===== src/swr_regs.svh =====
// Timing constants for the single-wire bus master front end.
// Assumes a 100 MHz core clock; every count is derived from a time in ns.
`ifndef SWR_REGS_SVH
`define SWR_REGS_SVH

// ==========================================================================
// Clock
`define SWR_CLK_PERIOD_NS        10

// ==========================================================================
// Standard speed times in ns
`define SWR_STD_RESET_LOW_NS     480000
`define SWR_STD_RESET_HIGH_NS    480000
`define SWR_STD_PRES_SAMPLE_NS   70000
`define SWR_STD_SLOT_NS          65000
`define SWR_STD_W0_LOW_NS        60000
`define SWR_STD_W1_LOW_NS        6000
`define SWR_STD_RD_LOW_NS        6000
`define SWR_STD_RD_SAMPLE_NS     14000
`define SWR_STD_RECOVERY_NS      5000

// ==========================================================================
// Overdrive times in ns
`define SWR_OD_RESET_LOW_NS      56000
`define SWR_OD_RESET_HIGH_NS     48000
`define SWR_OD_PRES_SAMPLE_NS    8000
`define SWR_OD_SLOT_NS           10000
`define SWR_OD_W0_LOW_NS         8000
`define SWR_OD_W1_LOW_NS         1000
`define SWR_OD_RD_LOW_NS         1000
`define SWR_OD_RD_SAMPLE_NS      2000
`define SWR_OD_RECOVERY_NS       2000

// ==========================================================================
// ROM function command codes
`define SWR_CMD_SKIP             8'hCC
`define SWR_CMD_RESUME           8'hA5
`define SWR_CMD_OD_SKIP          8'h3C
`define SWR_CMD_OD_MATCH         8'h69
`define SWR_CMD_MATCH            8'h55

// ==========================================================================
// Derived cycle counts (least times round up)
`define SWR_CYC(ns) (((ns) + `SWR_CLK_PERIOD_NS - 1) / `SWR_CLK_PERIOD_NS)

`endif


===== src/swr_pkg.sv =====
// Types shared by the single-wire bus master front end.
// Assumes nothing beyond a SystemVerilog compiler.
package swr_pkg;

	// ==========================================================================
	// Requests accepted on the user port
	typedef enum logic [2:0] {
		REQ_RESET,
		REQ_WRITE_BIT,
		REQ_READ_BIT,
		REQ_SKIP,
		REQ_RESUME,
		REQ_OD_SKIP,
		REQ_MATCH,
		REQ_OD_MATCH
	} swr_req_type;

endpackage


===== src/swr_master.sv =====
// Single-wire bus master: reset and presence, bit slots, ROM-layer selection.
// Assumes the line input is synchronous to core_clk and an external pull-up.
`timescale 1ns/1ps
`include "swr_regs.svh"

module swr_master #(
	parameter int unsigned STD_RESET_LOW_CYC  = `SWR_CYC(`SWR_STD_RESET_LOW_NS),
	parameter int unsigned STD_RESET_HIGH_CYC = `SWR_CYC(`SWR_STD_RESET_HIGH_NS),
	parameter int unsigned FALL_EXTRA_CYC     = 1
) (
	// Clock and reset
	input  wire logic               core_clk,
	input  wire logic               rst_b,
	// User request
	input  wire logic               reqValid,
	output logic                    reqReady,
	input  wire swr_pkg::swr_req_type reqKind,
	input  wire logic               reqBit,
	input  wire logic [63:0]        reqRomId,
	// User answer
	output logic                    doneValid,
	output logic                    doneBit,
	output logic                    presenceSeen,
	output logic                    fastSpeed,
	// Bus line
	input  wire logic               lineIn,
	output logic                    lineOut,
	output logic                    lineOe_b
);

	// ==========================================================================
	// Timing selection
	localparam int unsigned CW = 17;

	typedef enum logic [2:0] {
		ST_IDLE,
		ST_RST_LOW,
		ST_RST_HIGH,
		ST_SLOT,
		ST_RECOVER
	} swr_state_type;

	function automatic logic [CW-1:0] pick(input logic fast, input int unsigned s,
		input int unsigned f);
		pick = fast ? CW'(f) : CW'(s);
	endfunction

	swr_state_type state;
	swr_state_type next_state;
	logic [CW-1:0] timer;
	logic [CW-1:0] next_timer;
	logic [71:0]   shiftData;
	logic [71:0]   next_shiftData;
	logic [6:0]    bitsLeft;
	logic [6:0]    next_bitsLeft;
	logic          curBit;
	logic          next_curBit;
	logic          isRead;
	logic          next_isRead;
	logic          fastAfter;
	logic          next_fastAfter;
	logic          next_fastSpeed;
	logic          next_doneValid;
	logic          next_doneBit;
	logic          next_presenceSeen;
	logic          sampled;
	logic          next_sampled;
	logic          next_lineLow;
	logic          lineLow;

	logic [CW-1:0] tRstLow;
	logic [CW-1:0] tRstHigh;
	logic [CW-1:0] tPresSample;
	logic [CW-1:0] tSlot;
	logic [CW-1:0] tW0Low;
	logic [CW-1:0] tW1Low;
	logic [CW-1:0] tRdLow;
	logic [CW-1:0] tRdSample;
	logic [CW-1:0] tRecovery;

	always_comb begin
		// Fast timing applies to every waveform but the long reset low once overdrive is on.
		// A reset asked for as long always uses the standard length.
		tRstLow     = pick(fastSpeed & ~curBit, STD_RESET_LOW_CYC + FALL_EXTRA_CYC,
			`SWR_CYC(`SWR_OD_RESET_LOW_NS) + FALL_EXTRA_CYC);
		tRstHigh    = pick(fastSpeed, STD_RESET_HIGH_CYC,
			`SWR_CYC(`SWR_OD_RESET_HIGH_NS));
		tPresSample = pick(fastSpeed, `SWR_CYC(`SWR_STD_PRES_SAMPLE_NS),
			`SWR_CYC(`SWR_OD_PRES_SAMPLE_NS));
		tSlot       = pick(fastSpeed, `SWR_CYC(`SWR_STD_SLOT_NS), `SWR_CYC(`SWR_OD_SLOT_NS));
		tW0Low      = pick(fastSpeed, `SWR_CYC(`SWR_STD_W0_LOW_NS), `SWR_CYC(`SWR_OD_W0_LOW_NS));
		tW1Low      = pick(fastSpeed, `SWR_CYC(`SWR_STD_W1_LOW_NS), `SWR_CYC(`SWR_OD_W1_LOW_NS));
		tRdLow      = pick(fastSpeed, `SWR_CYC(`SWR_STD_RD_LOW_NS), `SWR_CYC(`SWR_OD_RD_LOW_NS));
		tRdSample   = pick(fastSpeed, `SWR_CYC(`SWR_STD_RD_SAMPLE_NS),
			`SWR_CYC(`SWR_OD_RD_SAMPLE_NS));
		tRecovery   = pick(fastSpeed, `SWR_CYC(`SWR_STD_RECOVERY_NS),
			`SWR_CYC(`SWR_OD_RECOVERY_NS));
	end

	// ==========================================================================
	// Sequencer
	assign reqReady = (state == ST_IDLE);
	assign lineOut  = 1'b0;
	assign lineOe_b = ~lineLow;

	always_comb begin
		next_state        = state;
		next_timer        = timer + CW'(1);
		next_shiftData    = shiftData;
		next_bitsLeft     = bitsLeft;
		next_curBit       = curBit;
		next_isRead       = isRead;
		next_fastAfter    = fastAfter;
		next_fastSpeed    = fastSpeed;
		next_doneValid    = 1'b0;
		next_doneBit      = doneBit;
		next_presenceSeen = presenceSeen;
		next_sampled      = sampled;
		next_lineLow      = 1'b0;
		case (state)
			ST_IDLE: begin
				next_timer = '0;
				if (reqValid) begin
					next_isRead    = 1'b0;
					next_fastAfter = fastSpeed;
					case (reqKind)
						swr_pkg::REQ_RESET: begin
							// A reset of the full long length drops overdrive.
							// Bit high asks for the long reset; low keeps the present speed.
							next_state   = ST_RST_LOW;
							next_lineLow = 1'b1;
							next_curBit  = reqBit;
						end
						swr_pkg::REQ_WRITE_BIT: begin
							next_shiftData = {71'h0, reqBit};
							next_bitsLeft  = 7'h01;
						end
						swr_pkg::REQ_READ_BIT: begin
							next_isRead   = 1'b1;
							next_bitsLeft = 7'h01;
						end
						swr_pkg::REQ_SKIP: begin
							next_shiftData = {64'h0, `SWR_CMD_SKIP};
							next_bitsLeft  = 7'h08;
						end
						swr_pkg::REQ_RESUME: begin
							next_shiftData = {64'h0, `SWR_CMD_RESUME};
							next_bitsLeft  = 7'h08;
						end
						swr_pkg::REQ_OD_SKIP: begin
							next_shiftData = {64'h0, `SWR_CMD_OD_SKIP};
							next_bitsLeft  = 7'h08;
							next_fastAfter = 1'b1;
						end
						swr_pkg::REQ_MATCH: begin
							// Selecting one slave also disarms the resume flag of others.
							next_shiftData = {reqRomId, `SWR_CMD_MATCH};
							next_bitsLeft  = 7'h48;
						end
						default: begin
							// The identifier follows the code at fast timing.
							next_shiftData = {reqRomId, `SWR_CMD_OD_MATCH};
							next_bitsLeft  = 7'h48;
							next_fastAfter = 1'b1;
						end
					endcase
					if (reqKind != swr_pkg::REQ_RESET) begin
						next_state   = ST_SLOT;
						next_lineLow = 1'b1;
						next_curBit  = (reqKind == swr_pkg::REQ_WRITE_BIT) ? reqBit :
							(reqKind == swr_pkg::REQ_READ_BIT) ? 1'b1 : next_shiftData[0];
					end
				end
			end
			ST_RST_LOW: begin
				next_lineLow = 1'b1;
				if (timer >= tRstLow - CW'(1)) begin
					// A long reset drops overdrive here; presence is cleared for a fresh sample.
					next_state     = ST_RST_HIGH;
					next_timer     = '0;
					next_lineLow      = 1'b0;
					next_fastSpeed    = fastSpeed & ~curBit;
					next_sampled      = 1'b0;
					next_presenceSeen = 1'b0;
				end
			end
			ST_RST_HIGH: begin
				// The slave answers with presence after release.
				if (timer == tPresSample) begin
					next_presenceSeen = ~lineIn;
					next_sampled      = 1'b1;
				end
				if (timer >= tRstHigh - CW'(1)) begin
					next_state     = ST_IDLE;
					next_doneValid = 1'b1;
					next_doneBit   = next_sampled & next_presenceSeen;
				end
			end
			ST_SLOT: begin
				// One bit per slot; a one or read releases early.
				if (curBit) begin
					next_lineLow = (timer < (isRead ? tRdLow : tW1Low) - CW'(1));
				end else begin
					next_lineLow = (timer < tW0Low - CW'(1));
				end
				if (isRead && timer == tRdSample) begin
					next_doneBit = lineIn;
				end
				if (timer >= tSlot - CW'(1)) begin
					next_state   = ST_RECOVER;
					next_timer   = '0;
					next_lineLow = 1'b0;
				end
			end
			ST_RECOVER: begin
				// Line stays released for the recovery gap.
				if (timer >= tRecovery - CW'(1)) begin
					next_timer     = '0;
					next_shiftData = {1'b0, shiftData[71:1]};
					next_bitsLeft  = bitsLeft - 7'h01;
					if (bitsLeft == 7'h01) begin
						next_state     = ST_IDLE;
						next_doneValid = 1'b1;
						next_fastSpeed = fastAfter;
					end else begin
						// Identifier bits after an overdrive match go at fast timing.
						if (bitsLeft == 7'h41 && fastAfter) begin
							next_fastSpeed = 1'b1;
						end
						next_state   = ST_SLOT;
						next_lineLow = 1'b1;
						next_curBit  = shiftData[1];
					end
				end
			end
			default: begin
				next_state = ST_IDLE;
			end
		endcase
	end

	always_ff @(posedge core_clk or negedge rst_b) begin
		if (!rst_b) begin
			state        <= ST_IDLE;
			timer        <= '0;
			shiftData    <= '0;
			bitsLeft     <= '0;
			curBit       <= 1'b0;
			isRead       <= 1'b0;
			fastAfter    <= 1'b0;
			fastSpeed    <= 1'b0;
			doneValid    <= 1'b0;
			doneBit      <= 1'b0;
			presenceSeen <= 1'b0;
			sampled      <= 1'b0;
			lineLow      <= 1'b0;
		end else begin
			state        <= next_state;
			timer        <= next_timer;
			shiftData    <= next_shiftData;
			bitsLeft     <= next_bitsLeft;
			curBit       <= next_curBit;
			isRead       <= next_isRead;
			fastAfter    <= next_fastAfter;
			fastSpeed    <= next_fastSpeed;
			doneValid    <= next_doneValid;
			doneBit      <= next_doneBit;
			presenceSeen <= next_presenceSeen;
			sampled      <= next_sampled;
			lineLow      <= next_lineLow;
		end
	end

endmodule


===== config.mk =====
export PLATFORM = sky130hd
export DESIGN_NAME = swr_master
export DESIGN_NICKNAME = d
export VERILOG_FILES = /design/src/swr_pkg.sv /design/src/swr_master.sv
export VERILOG_INCLUDE_DIRS = /design/src
export SDC_FILE = /design/constraint.sdc
export NUM_CORES = 1
export LEC_CHECK = 0
export ABC_CLOCK_PERIOD_IN_PS = 4200
export BUFFER_PORTS_ARGS = -buffer_cell sky130_fd_sc_hd__buf_2
export CAP_MARGIN = 10
export CORE_MARGIN = 2
export CORE_UTILIZATION = 30
export DETAILED_ROUTE_END_ITERATION = 10
export PLACE_DENSITY = 0.47
export SYNTH_ARGS = -nofsm -noshare
export SYNTH_HDL_FRONTEND = slang
export SYNTH_SLANG_ARGS = --single-unit

===== constraint.sdc =====
create_clock -name core_clk -period 4.2 [get_ports core_clk]
set_clock_uncertainty 0.05 [all_clocks]
set_input_delay 0.63 -clock core_clk [delete_from_list [all_inputs] [get_ports core_clk]]
set_output_delay 0.63 -clock core_clk [all_outputs]
set_load 0.005 [all_outputs]

# After elaboration in Yosys (flattened, before gate mapping)
# Index checks and enable logic that the tools add are counted.
[classes]
eq_ne = 25
n_reduce_logical = 22
mux = 67
bitwise_logic = 5
magnitude_cmp = 6
n_addsub = 8
[ops]
columns = ["op", "n"]
rows = [
  ["72-bit case mux with 6 select lines", 1],
  ["72-bit two-way mux", 2],
  ["72-bit case mux with 2 select lines", 1],
  ["17-bit greater-or-equal comparator", 4],
  ["17-bit case mux with 4 select lines", 1],
  ["17-bit two-way mux", 3],
  ["13-bit two-way mux", 3],
  ["17-bit < comparator", 2],
  ["16-bit by 1-bit subtractor with 17-bit output, second input constant", 2],
  ["16-bit two-way mux", 2],
  ["1-bit two-way mux", 31],
  ["13-bit by 1-bit subtractor with 14-bit output, second input constant", 2],
  ["3-bit two-way mux", 7],
  ["7-bit case mux with 3 select lines", 1],
  ["2-bit != test, second input constant", 9],
  ["17-bit by 1-bit adder with 17-bit output, second input constant", 1],
  ["17-bit by 11-bit equality test with 1-bit output", 1],
  ["17-bit by 13-bit equality test with 1-bit output", 1],
  ["3-bit case mux with 5 select lines", 1],
  ["7-bit two-way mux", 2],
  ["7-bit case mux with 2 select lines", 1],
  ["3-bit by 2-bit equality test with 1-bit output, second input constant", 4],
  ["3-bit equality test, second input constant", 4],
  ["1-bit case mux with 2 select lines", 6],
  ["other kinds (27)", 41],
]
[totals]
output_inout_bits = 7
reg_bits = 108
inputBits = 72
word_cells = 147

# Longest topological paths before layout
# Gate-level depths: netlist of the first run.
[logic_depth]
depth_word = 8
depth_mapped = 10
mapped_depth_nobuf = 9

# Least setup slack after synthesis of the first run
# No wires, ideal clock.
[synth_timing]
path_kind = "flip-flop to flip-flop"
startpoint = "register fastSpeed"
endpoint = "register timer[0]"
required_time_ps = 4072
n_path_buf = 1
path_stages_with_launch = 11
period_less_slack_ps = 2905
setup_ps = 78
arrival_time_ps = 2777
setup_slack_ps = 1295
path_cell_list = "dfrtp_1 nor2b_1 inv_2 ha_1 a211o_1 a21oi_1 o31ai_1 a221oi_2 a221oi_4 buf_6 a21oi_1"
[synth_via]
elab_chain_cells = 6
elab_cells_between_ends = 14
cone_classes = "3 x add/sub; 3 x order compare; 7 x mux; 1 x bitwise"
[synth_lines]
columns = ["element", "line", "text"]
rows = [
  ["from (decl)", "swr_master.sv:24", "output logic fastSpeed,"],
  ["from (signal assigned)", "swr_master.sv:265", "fastSpeed <= next_fastSpeed;"],
  ["1-bit bitwise AND", "swr_master.sv:84", "tRstLow = pick(fastSpeed & ~curBit, STD_RESET_LOW_CYC + FALL_EXTRA_CYC,"],
  ["16-bit two-way mux", "swr_master.sv:45", "pick = fast ? CW'(f) : CW'(s);"],
  ["16-bit by 1-bit subtractor with 17-bit output", "swr_master.sv:177", "if (timer >= tRstLow - CW'(1)) begin"],
  ["17-bit greater-or-equal comparator", "swr_master.sv:177", ""],
  ["17-bit two-way mux", "swr_master.sv:177", ""],
  ["17-bit case mux with 4 select lines (*)", "swr_master.sv:120", "case (state)"],
  ["named net next_timer[0]", "swr_master.sv:51", "logic [CW-1:0] next_timer;"],
  ["to (signal assigned)", "swr_master.sv:259", "timer <= next_timer;"],
  ["to (decl)", "swr_master.sv:50", "logic [CW-1:0] timer;"],
]
# Mark *: on every way through the listed nets, which the timed path passes. The rest lies on a longest branch.
# A chain may end at the register's enable or synchronous reset.

# Final worst setup path of the first run
[layout_timing]
startpoint = "register fastSpeed"
endpoint = "register timer[1]"
# The elaborated chain is that of the path after synthesis.

==> key figures, run 1 <==
Outcome
  • Status: completed

Critical path
  • CP Max Fanout: 18
  • Startpoint Class: register
  • Origin of the critical flop-to-flop path: fastSpeed$_DFFE_PN0P_
  • Crit path DAT: 3.44 ns
  • Max incr delay on CP: 0.56 ns
  • Worst EP required: 4.42 ns
  • Crit Path Class: reg -> reg
  • Crit path max-delay family: compound AO/OA/AOI/OAI gates
  • R2R setup slack: between 0.9 and 1 ns
  • Count of buffer and inverter cells on the critical path: 2
  • CP cell instances: buf_4 > nor2b_1 > inv_2 > ha_1 > a211o_1 > a21oi_1 > o31ai_1 > a221oi_2 > a221oi_4 > a21boi_0
  • Cell depth of the worst setup path: 10
  • Crit path max-delay cell type: a221oi_2
  • FF-to-FF End: timer[1]$_DFF_PN0_
  • CP Capture Point: timer[1]$_DFF_PN0_
  • Setup crit start: fastSpeed$_DFFE_PN0P_
  • Reg2Reg Depth: 10
  • Crit end category: register

Route
  • Routed WL: 15,430 microns
  • Wire length per cell: between 15 and 20 microns
  • Initial drt markers: 261
  • DRC viols: 0
  • Post-route antenna net violation count: 0
  • Vias per cell: between 5 and 6
  • Vias after detailed routing: between 4,000 and 5,000
  • DR pass1 iterations: 4

Yosys
  • Syn Nets: slightly below 700
  • Register bit total from synthesis: ~110
  • Most used flip-flop cell after synthesis: dfrtp_1
  • Share of the yosys chip area belonging to registers: 0.4292
  • Synth Cell Area: 0.006238 sq mm
  • Synth Instances: 595
  • Ys async rst share: 1.000
  • Synth unique cells: 65
  • Synthesized area per cell: 10.48 sq um
  • Synth warnings: 0
  • EDFF count, synth: 0

Clocking
  • CTS buffer count: 9
  • Setup bufs post-CTS: 0
  • Clock-pin slew on the worst setup and hold paths: 0.08 ns
  • Clock sinks: 107
  • Max Root-Sink Buffers: 2
  • CTS H-tree depth: 3
  • CTS root buf: clkbuf_16
  • Clock Latency Late Sink: 0.36 ns
  • Cts repair resizes: 0
  • Cts hold-fix bufs: 0
  • CTS tree: yes

STA
  • Max Clock Freq: between 0.3 and 0.4 GHz
  • Setup TNS: 0 ns
  • Fin crit share: 0.7661
  • Hold Slack: 0.2940 ns
  • Max-slew violation count: 0
  • Least-Margin Pin Slew: 0.9350 ns
  • Fin. Hold Viols: 0
  • Period minus WS final: 3.218 ns
  • Slew headroom: 0.3605
  • Final Setup Violations: 0
  • RSZ-0062 raised after global routing: false

Global routing
  • First-pass GRT wire length: 25,980 microns
  • Congestion Overflow GR: 0
  • Initial antenna violation count: 2
  • Gr usage total: 0.1462
  • Number of global-route vias before repair: 4,952
  • Largest net degree at the start of global routing: 77

Power
  • Worst VDD drop: 0.0002624 V
  • P_leak: 0.003286 uW
  • Power Density: 280.5 mW/mm^2

Place
  • Placed Area: 0.006840 sq mm
  • Post-DP HPWL: between 10,000 and 15,000 microns
  • IO Port Bufs: 77
  • Placer congestion estimate: approximately 0.85

Flow run
  • Max-Cap Viols: 0

Layout
  • Share of cells above drive strength 1: 0.2881
  • Synthesis-to-layout area growth: 14.36%
  • Final nets: 738
  • Post-route cell area: between 0.007 and 0.008 sq mm

Floorplan
  • Die Area: roughly 0.022 sq mm
  • CORE AREA: 0.02030 sq mm
  • Initial Util: 0.3073
  • I/O pins: 79
  • Die Span Y: 148.2 microns
  • Die Wd: 148.2 microns
  • Rows: 52

Min path
  • Hold WC Path Type: in -> async
[cells in the final DEF, fill, tap and decap left out, types with 10 or more instances in the layout]
cell     instances
a21oi_1         32
a22o_1          64
buf_2           76
dfrtp_1        107
ha_1            22
inv_1           18
mux2_2          71
nand2_1         30
nand3_1         20
nor2_1          21
nor2b_1         11
nor3_1          10
o21ai_0         18
xor2_1          12
[area by class of cell]
type / count / area [sq um]
fill: 2088 / 13170
clock inverter: 7 / 66.31
inverter: 19 / 71.32
antenna: 1 / 2.502
clock buffer: 9 / 225.2
timing repair buffer: 84 / 452.9
multi-input combinational: 423 / 3301
sequential: 107 / 2678
tap: 270 / 337.8
[how the worst min path moves through the flow]
stage,start,end,slack [ns]
after floorplan,rst_b,bitsLeft[0]$_DFFE_PN0P_,0.28
after global placement,sampled$_DFFE_PN0P_,sampled$_DFFE_PN0P_,0.43
after detailed placement,shiftData[65]$_DFFE_PN0P_,shiftData[65]$_DFFE_PN0P_,0.45
after CTS,rst_b,timer[3]$_DFF_PN0_,0.35
after global routing,rst_b,timer[3]$_DFF_PN0_,0.38
final,rst_b,timer[3]$_DFF_PN0_,0.29
[cell usage after synthesis, drive strengths merged (5+ instances only)]
cell type  instances  area [sq um]
dfrtp            107          2678
mux2              71         799.5
a22o              64         560.5
a21oi             33         165.2
clkbuf            32         120.1
nand2             30         112.6
ha                22         275.3
nor2              22         82.58
nand3             20         100.1
o21ai             20         100.1
inv               19         71.31
buf               14         88.83
xor2              12         105.1
nor2b             11         68.82
nor3              10         50.05
or3                9         56.30
o31ai              7         52.55
nand2b             6         37.54
xnor2              6         52.55
and3               5         31.28
nand4              5         31.28
o2bb2ai            5         43.79
[cell families (layout without fill, tap and decap cells)]
family / Yosys count / after routing / synth area share
xor+xnor: 18 / 18 / 0.02527
compound gates: 171 / 171 / 0.2078
flops: 107 / 107 / 0.4292
other cells: 1 / 2 / 0.0006011
buf+inv: 65 / 119 / 0.04492
simple gates: 137 / 137 / 0.1151
mux: 74 / 74 / 0.1330
fa+ha+maj: 22 / 22 / 0.04412
[state kept, by name, indices dropped and copies added, names as in the netlist]
signal and flops:
presenceSeen 1, isRead 1, curBit 1, state 3, sampled 1, timer 17, bitsLeft 7, fastAfter 1
fastSpeed 1, shiftData 71, lineLow 1, doneBit 1, doneValid 1
[per-stage QoR]
| stage | setup slack, ns | power, uW | instances | util |
|---|---|---|---|---|
| 3_5_place_dp | 1.031 | 1167 | 903 | 0.3370 |
| 3_3_place_gp | 1.172 | 1166 | 903 | 0.3370 |
| 2_1_floorplan | 1.295 | 1100 | 595 | - |
| 5_1_grt | 0.7166 | 2096 | 919 | 0.3513 |
| 6_report | 0.9822 | 2001 | 920 | 0.3515 |
| 4_1_cts | 1.007 | 2043 | 919 | 0.3513 |
[layer usage]
metal	track usage	wire length, microns	vias to the layer above	part of all wire
met2	0.2234	6867	90	0.44
met5	0	13	-	0.00084
met1	0.2023	7445	2393	0.48
met3	0.03344	742	23	0.048
met4	0.05476	363	2	0.024
li1	-	-	2308	-
[report_power, final]
part | leakage (uW) | internal, uW | switching [uW]
clock network | 0.000142 | 418 | 440
registers | 0.00140 | 1030 | 1.55
logic | 0.00175 | 49.2 | 60.1
total | 0.00329 | 1500 | 502
(Power assumes the default switching activity.)
==> run 2: changes to the inputs <==
Settings changed: ABC_CLOCK_PERIOD_IN_PS 4200 to 3200.
Clock period 4.2 ns to 3.2 ns, I/O delays scaled along.
==> run 2 against run 1 <==
Register-to-register slack lost 0.78 ns. Via count rose by 1.8%. Critical path depth fell by 2. Clock power is 39% higher. Global-route usage about the same. Combinational power up 38%. Sequential cell count stayed put. Die area stayed put. First-iteration DRC count shrank 0.38%. Final area increased by 2.5%. Wire length about the same. Largest cell class unchanged. Highest routed layer unchanged.
==> key figures, run 2 (same netlist as run 1, synthesis figures left out) <==
Route
  • Vias after detailed routing: 4,901 (was 4,816)
  • Routed WL: 15,440 microns (was 15,430 microns)
  • Vias per cell: 5.231 (was 5.235)
  • Initial drt markers: 260 (was 261)
  • Post-route antenna net violation count: 0 (unchanged)
  • DRC viols: 0 (unchanged)
  • DR pass1 iterations: 4 (unchanged)
  • Wire length per cell: 16.48 microns (was 16.77 microns)

Floorplan
  • CORE AREA: 0.02030 sq mm (unchanged)
  • Die Wd: 148.2 microns (unchanged)
  • I/O pins: 79 (unchanged)
  • Die Span Y: 148.2 microns (unchanged)
  • Die Area: 0.02196 sq mm (unchanged)
  • Initial Util: 0.3073 (unchanged)
  • Rows: 52 (unchanged)

STA
  • Fin crit share: 0.9358 (was 0.7661)
  • Final Setup Violations: 0 (unchanged)
  • RSZ-0062 raised after global routing: false (unchanged)
  • Max Clock Freq: 0.3339 GHz (was 0.3108 GHz)
  • Fin. Hold Viols: 0 (unchanged)
  • Hold Slack: 0.1478 ns (was 0.2940 ns)
  • Setup TNS: 0 ns (unchanged)
  • Max-slew violation count: 0 (unchanged)
  • Least-Margin Pin Slew: 0.8378 ns (was 0.9350 ns)
  • Period minus WS final: 2.995 ns (was 3.218 ns)
  • Slew headroom: 0.4414 (was 0.3605)

Clocking
  • Max Root-Sink Buffers: 2 (unchanged)
  • Setup bufs post-CTS: 0 (unchanged)
  • Cts repair resizes: 0 (unchanged)
  • Clock Latency Late Sink: 0.36 ns (about the same)
  • CTS buffer count: 9 (unchanged)
  • Clock-pin slew on the worst setup and hold paths: 0.08 ns (about the same)
  • CTS H-tree depth: 3 (unchanged)
  • CTS tree: yes (unchanged)
  • Clock sinks: 107 (unchanged)
  • Cts hold-fix bufs: 0 (unchanged)
  • CTS root buf: clkbuf_16 (unchanged)

Layout
  • Post-route cell area: 0.007310 sq mm (was 0.007134 sq mm)
  • Share of cells above drive strength 1: 0.3063 (was 0.2881)
  • Layout fillers: 2,078 (was 2,088)
  • Largest registers: shiftData (71), timer (17), bitsLeft (7) (unchanged)
  • Top reg by flops: shiftData (unchanged)
  • Most frequent cells in the layout: 107 x dfrtp_1, 76 x buf_2, 71 x mux2_2 (unchanged)
  • Register area: 0.002678 sq mm (unchanged)
  • Max reg flops: 71 (unchanged)
  • Multi-input gate area: 0.003301 sq mm (unchanged)
  • Final nets: 755 (was 738)
  • Synthesis-to-layout area growth: 17.17% (was 14.36%)
  • Commonest non-fill, non-tap cell in the layout: dfrtp_1 (unchanged)

Power
  • Worst VDD drop: 0.0002147 V (was 0.0002624 V)
  • Power Density: 369.2 mW/mm^2 (was 280.5 mW/mm^2)
  • P_leak: 0.003393 uW (was 0.003286 uW)

Global routing
  • Number of global-route vias before repair: 4,899 (was 4,952)
  • Congestion Overflow GR: 0 (unchanged)
  • Largest net degree at the start of global routing: 72 (was 77)
  • First-pass GRT wire length: 25,770 microns (was 25,980 microns)
  • Initial antenna violation count: 1 (was 2)
  • Gr usage total: 0.1458 (was 0.1462)

Place
  • Post-DP HPWL: 10,760 microns (was 10,510 microns)
  • Placed Area: 0.006993 sq mm (was 0.006840 sq mm)
  • Placer congestion estimate: 0.8822 (was 0.8503)
  • IO Port Bufs: 77 (unchanged)

Flow run
  • Max-Cap Viols: 0 (unchanged)

Outcome
  • Status: completed (unchanged)

Critical path
  • Crit end category: register (unchanged)
  • Startpoint Class: register (unchanged)
  • Crit Path Class: reg -> reg (unchanged)
  • CP Max Fanout: 71 (was 18)
  • Crit path DAT: 3.20 ns (was 3.44 ns)
  • Worst EP required: 3.40 ns (was 4.42 ns)

Min path
  • Hold WC Path Type: in -> async (unchanged)
==> run 2: changes by cell type in the layout (fill, tap and decap cells not counted), sizes merged <==
cell,before,now
buf,84,101
bufinv,0,1
clkinvlp,1,0
==> run 2: area by class of cell <==
class                   count  share of cell area
multi-input cells         423              0.4516
flip-flops and latches    107              0.3663
repair buffers            101             0.08285
well taps                 270             0.04622
clock buffers               9             0.03081
clock inverters             7             0.01215
inverters                  19            0.009757
diodes                      1           0.0003423
==> run 2: path summary, 6_finish.rpt <==
path,start,endpoint,slack [ns],cells past startpoint
worst max-delay path,fastSpeed$_DFFE_PN0P_,shiftData[10]$_DFFE_PN0P_,0.21,8
worst min-delay path,rst_b,timer[14]$_DFF_PN0_,0.15,1
worst max register to register,fastSpeed$_DFFE_PN0P_,shiftData[10]$_DFFE_PN0P_,0.21,8
worst min register to register,sampled$_DFFE_PN0P_,sampled$_DFFE_PN0P_,0.46,1
max in group asynchronous,rst_b,shiftData[62]$_DFFE_PN0P_,2.12,2
min in group core_clk,lineIn,presenceSeen$_DFFE_PN0P_,0.29,2
==> run 2: per-layer routing <==
layer	global-route usage	up-vias	share of wire
met1	0.2055	2419	0.49
met2	0.2206	113	0.45
met4	0.04429	2	0.015
met3	0.03681	18	0.045
li1	-	2349	-
met5	0	-	0.00084
==> run 2: report_power, final <==
part	leakage, uW	switching, uW	internal, uW
Combinational	0.00184	82.3	68.0
Sequential	0.00140	2.16	1350
Clock	0.000155	564	627
==> run 2: stage by stage <==
step	setup slack, ns	total power (uW)	utilization	std cells
after detailed placement	0.2398	1539	0.3445	920
after floorplan	0.2952	1443	-	595
after global routing	0.02066	2827	0.3600	936
final	0.2054	2698	0.3601	937
after CTS	0.2271	2754	0.3600	936
after global placement	0.2954	1535	0.3445	920
==> run 2: critical path: stages (launching register included) <==
cell	delay [ns]
dfrtp_1	0.49
inv_1	0.18
ha_1	0.38
nor3_1	0.39
and3_1	0.32
o21ai_1	0.14
a21oi_4	0.16
buf_12	0.34
mux2_2	0.38
==> run 3: changes to the inputs <==
Settings changed: CORE_ASPECT_RATIO set to 1.2.
==> run 3 against run 2 <==
Wire length grew 0.12%. Critical path depth grew 1. Count of clock-buffer cells in the layout is the same. Register-to-register slack gained 0.19 ns. Power grew 1.8%. Utilization grew 0.17 points. Non-clock buffer count grew 2. Sequential power is essentially flat. Fmax grew 6.7%. Critical path type unchanged.
==> key figures, run 3 (same netlist as run 1, synthesis figures left out) <==
Clocking
  • CTS buffer count: 9 (unchanged)
  • CTS H-tree depth: 3 (unchanged)
  • Clock Latency Late Sink: 0.36 ns (about the same)
  • Clock-pin slew on the worst setup and hold paths: 0.08 ns (about the same)
  • CTS root buf: clkbuf_16 (unchanged)
  • Max Root-Sink Buffers: 2 (unchanged)
  • Clock sinks: 107 (unchanged)
  • CTS tree: yes (unchanged)
  • Setup bufs post-CTS: 0 (unchanged)
  • Cts hold-fix bufs: 0 (unchanged)
  • Cts repair resizes: 0 (unchanged)

Critical path
  • Setup crit start: fastSpeed$_DFFE_PN0P_ (unchanged)
  • FF-to-FF End: shiftData[28]$_DFFE_PN0P_ (was shiftData[10]$_DFFE_PN0P_)
  • Startpoint Class: register (unchanged)
  • Origin of the critical flop-to-flop path: fastSpeed$_DFFE_PN0P_ (unchanged)
  • Reg2Reg Depth: 9 (was 8)
  • R2R setup slack: 0.39 ns (was 0.21 ns)
  • Worst EP required: 3.40 ns (about the same)
  • CP Max Fanout: 34 (was 71)
  • Crit path DAT: 3.01 ns (was 3.20 ns)
  • Crit end category: register (unchanged)
  • Crit Path Class: reg -> reg (unchanged)
  • CP Capture Point: shiftData[28]$_DFFE_PN0P_ (was shiftData[10]$_DFFE_PN0P_)

Layout
  • Synthesis-to-layout area growth: 17.87% (was 17.17%)
  • N_diodes: 0 (was 1)
  • Final nets: 757 (was 755)
  • Core Util, Final: 0.3618 (was 0.3601)
  • Commonest non-fill, non-tap cell in the layout: dfrtp_1 (unchanged)
  • Top reg by flops: shiftData (unchanged)
  • Largest registers: shiftData (71), timer (17), bitsLeft (7) (unchanged)
  • Most frequent cells in the layout: 107 x dfrtp_1, 76 x buf_2, 71 x mux2_2 (unchanged)
  • Layout fillers: 2,040 (was 2,078)
  • Max reg flops: 71 (unchanged)
  • Share of cells above drive strength 1: 0.3084 (was 0.3063)

STA
  • Setup TNS: 0 ns (unchanged)
  • Max Clock Freq: 0.3562 GHz (was 0.3339 GHz)
  • Period minus WS final: 2.808 ns (was 2.995 ns)
  • Final Setup Violations: 0 (unchanged)
  • Max-slew violation count: 0 (unchanged)
  • Least-Margin Pin Slew: 0.7053 ns (was 0.8378 ns)
  • Fin crit share: 0.8774 (was 0.9358)
  • RSZ-0062 raised after global routing: false (unchanged)
  • Slew headroom: 0.5298 (was 0.4414)
  • Fin. Hold Viols: 0 (unchanged)

Floorplan
  • CORE AREA: 0.02033 sq mm (was 0.02030 sq mm)
  • Die Area: 0.02197 sq mm (was 0.02196 sq mm)
  • I/O pins: 79 (unchanged)
  • Die Wd: 135.6 microns (was 148.2 microns)
  • Die Span Y: 162.0 microns (was 148.2 microns)
  • Initial Util: 0.3069 (was 0.3073)
  • Rows: 57 (was 52)

Route
  • Initial drt markers: 237 (was 260)
  • Wire length per cell: 16.57 microns (was 16.48 microns)
  • Vias per cell: 5.263 (was 5.231)
  • Post-route antenna net violation count: 0 (unchanged)
  • DRC viols: 0 (unchanged)
  • DR pass1 iterations: 4 (unchanged)
  • Routed WL: 15,460 microns (was 15,440 microns)
  • Vias after detailed routing: 4,910 (was 4,901)

Outcome
  • Status: completed (unchanged)

Min path
  • Hold WC Path Type: in -> async (unchanged)

Global routing
  • Largest net degree at the start of global routing: 51 (was 72)
  • Number of global-route vias before repair: 5,011 (was 4,899)
  • First-pass GRT wire length: 25,520 microns (was 25,770 microns)
  • Congestion Overflow GR: 0 (unchanged)
  • Gr usage total: 0.1457 (was 0.1458)
  • Initial antenna violation count: 1 (unchanged)

Power
  • Power Density: 373.5 mW/mm^2 (was 369.2 mW/mm^2)
  • P_leak: 0.003411 uW (was 0.003393 uW)
  • Worst VDD drop: 0.0002459 V (was 0.0002147 V)

Place
  • IO Port Bufs: 77 (unchanged)
  • Post-DP HPWL: 11,140 microns (was 10,760 microns)
  • Placer congestion estimate: 0.9005 (was 0.8822)

Flow run
  • Max-Cap Viols: 0 (unchanged)
==> run 3: routing by layer <==
layer | GRT usage | vias to the layer above | share of wire
met5 | 0 | - | 0.0010
met4 | 0.06392 | 2 | 0.027
met2 | 0.2404 | 93 | 0.48
li1 | - | 2348 | -
met3 | 0.03090 | 24 | 0.047
met1 | 0.1833 | 2443 | 0.44
==> run 3: worst min-delay path by stage <==
stage                             start                      end  slack, ns  cells after the start
floorplan                         rst_b  bitsLeft[0]$_DFFE_PN0P_       0.13                      0
global placement    sampled$_DFFE_PN0P_      sampled$_DFFE_PN0P_       0.44                      1
detailed placement  doneBit$_DFFE_PN0P_      doneBit$_DFFE_PN0P_       0.44                      1
CTS                               rst_b      doneValid$_DFF_PN0_       0.14                      1
global route                      rst_b       curBit$_DFFE_PN0P_       0.18                      1
finish                            rst_b     state[1]$_DFFE_PN0P_       0.12                      1
==> run 3: critical path, cell delays in order (launching register included) <==
cell      delay, ns
dfrtp_1        0.47
inv_1          0.16
ha_1           0.35
a311oi_1       0.43
o41ai_1        0.14
and3_1         0.24
o21ai_1        0.24
a21oi_4        0.13
buf_12         0.19
mux2_2         0.28
==> run 3: report_power, final <==
part | internal [uW] | switching (uW)
clock network | 694 | 548
logic | 68.0 | 80.6
registers | 1350 | 2.01
==> run 3: through the flow <==
step                      hold slack (ns)  setup WS, ns  power, uW  cells  instance area (sq um)
final                              0.1185        0.3924       2747    933                   7353
after global routing               0.1769        0.1903       2861    933                   7353
after CTS                          0.1433        0.3966       2796    933                   7353
after detailed placement           0.4433        0.4132       1537    917                   7027
after global placement             0.4364        0.4413       1534    917                   7027
after floorplan                    0.1344        0.2952       1443    595                   6238
==> run 3: layout make-up <==
cell class                      count  area, sq um  share of cell area
Clock buffer                        9        225.2             0.03063
Clock inverter                      7        101.3             0.01378
Inverter                           19        71.32            0.009699
Multi-Input combinational cell    423         3301              0.4489
Sequential cell                   107         2678              0.3641
Tap cell                          265        331.6             0.04509
Timing Repair Buffer              103        645.6             0.08780
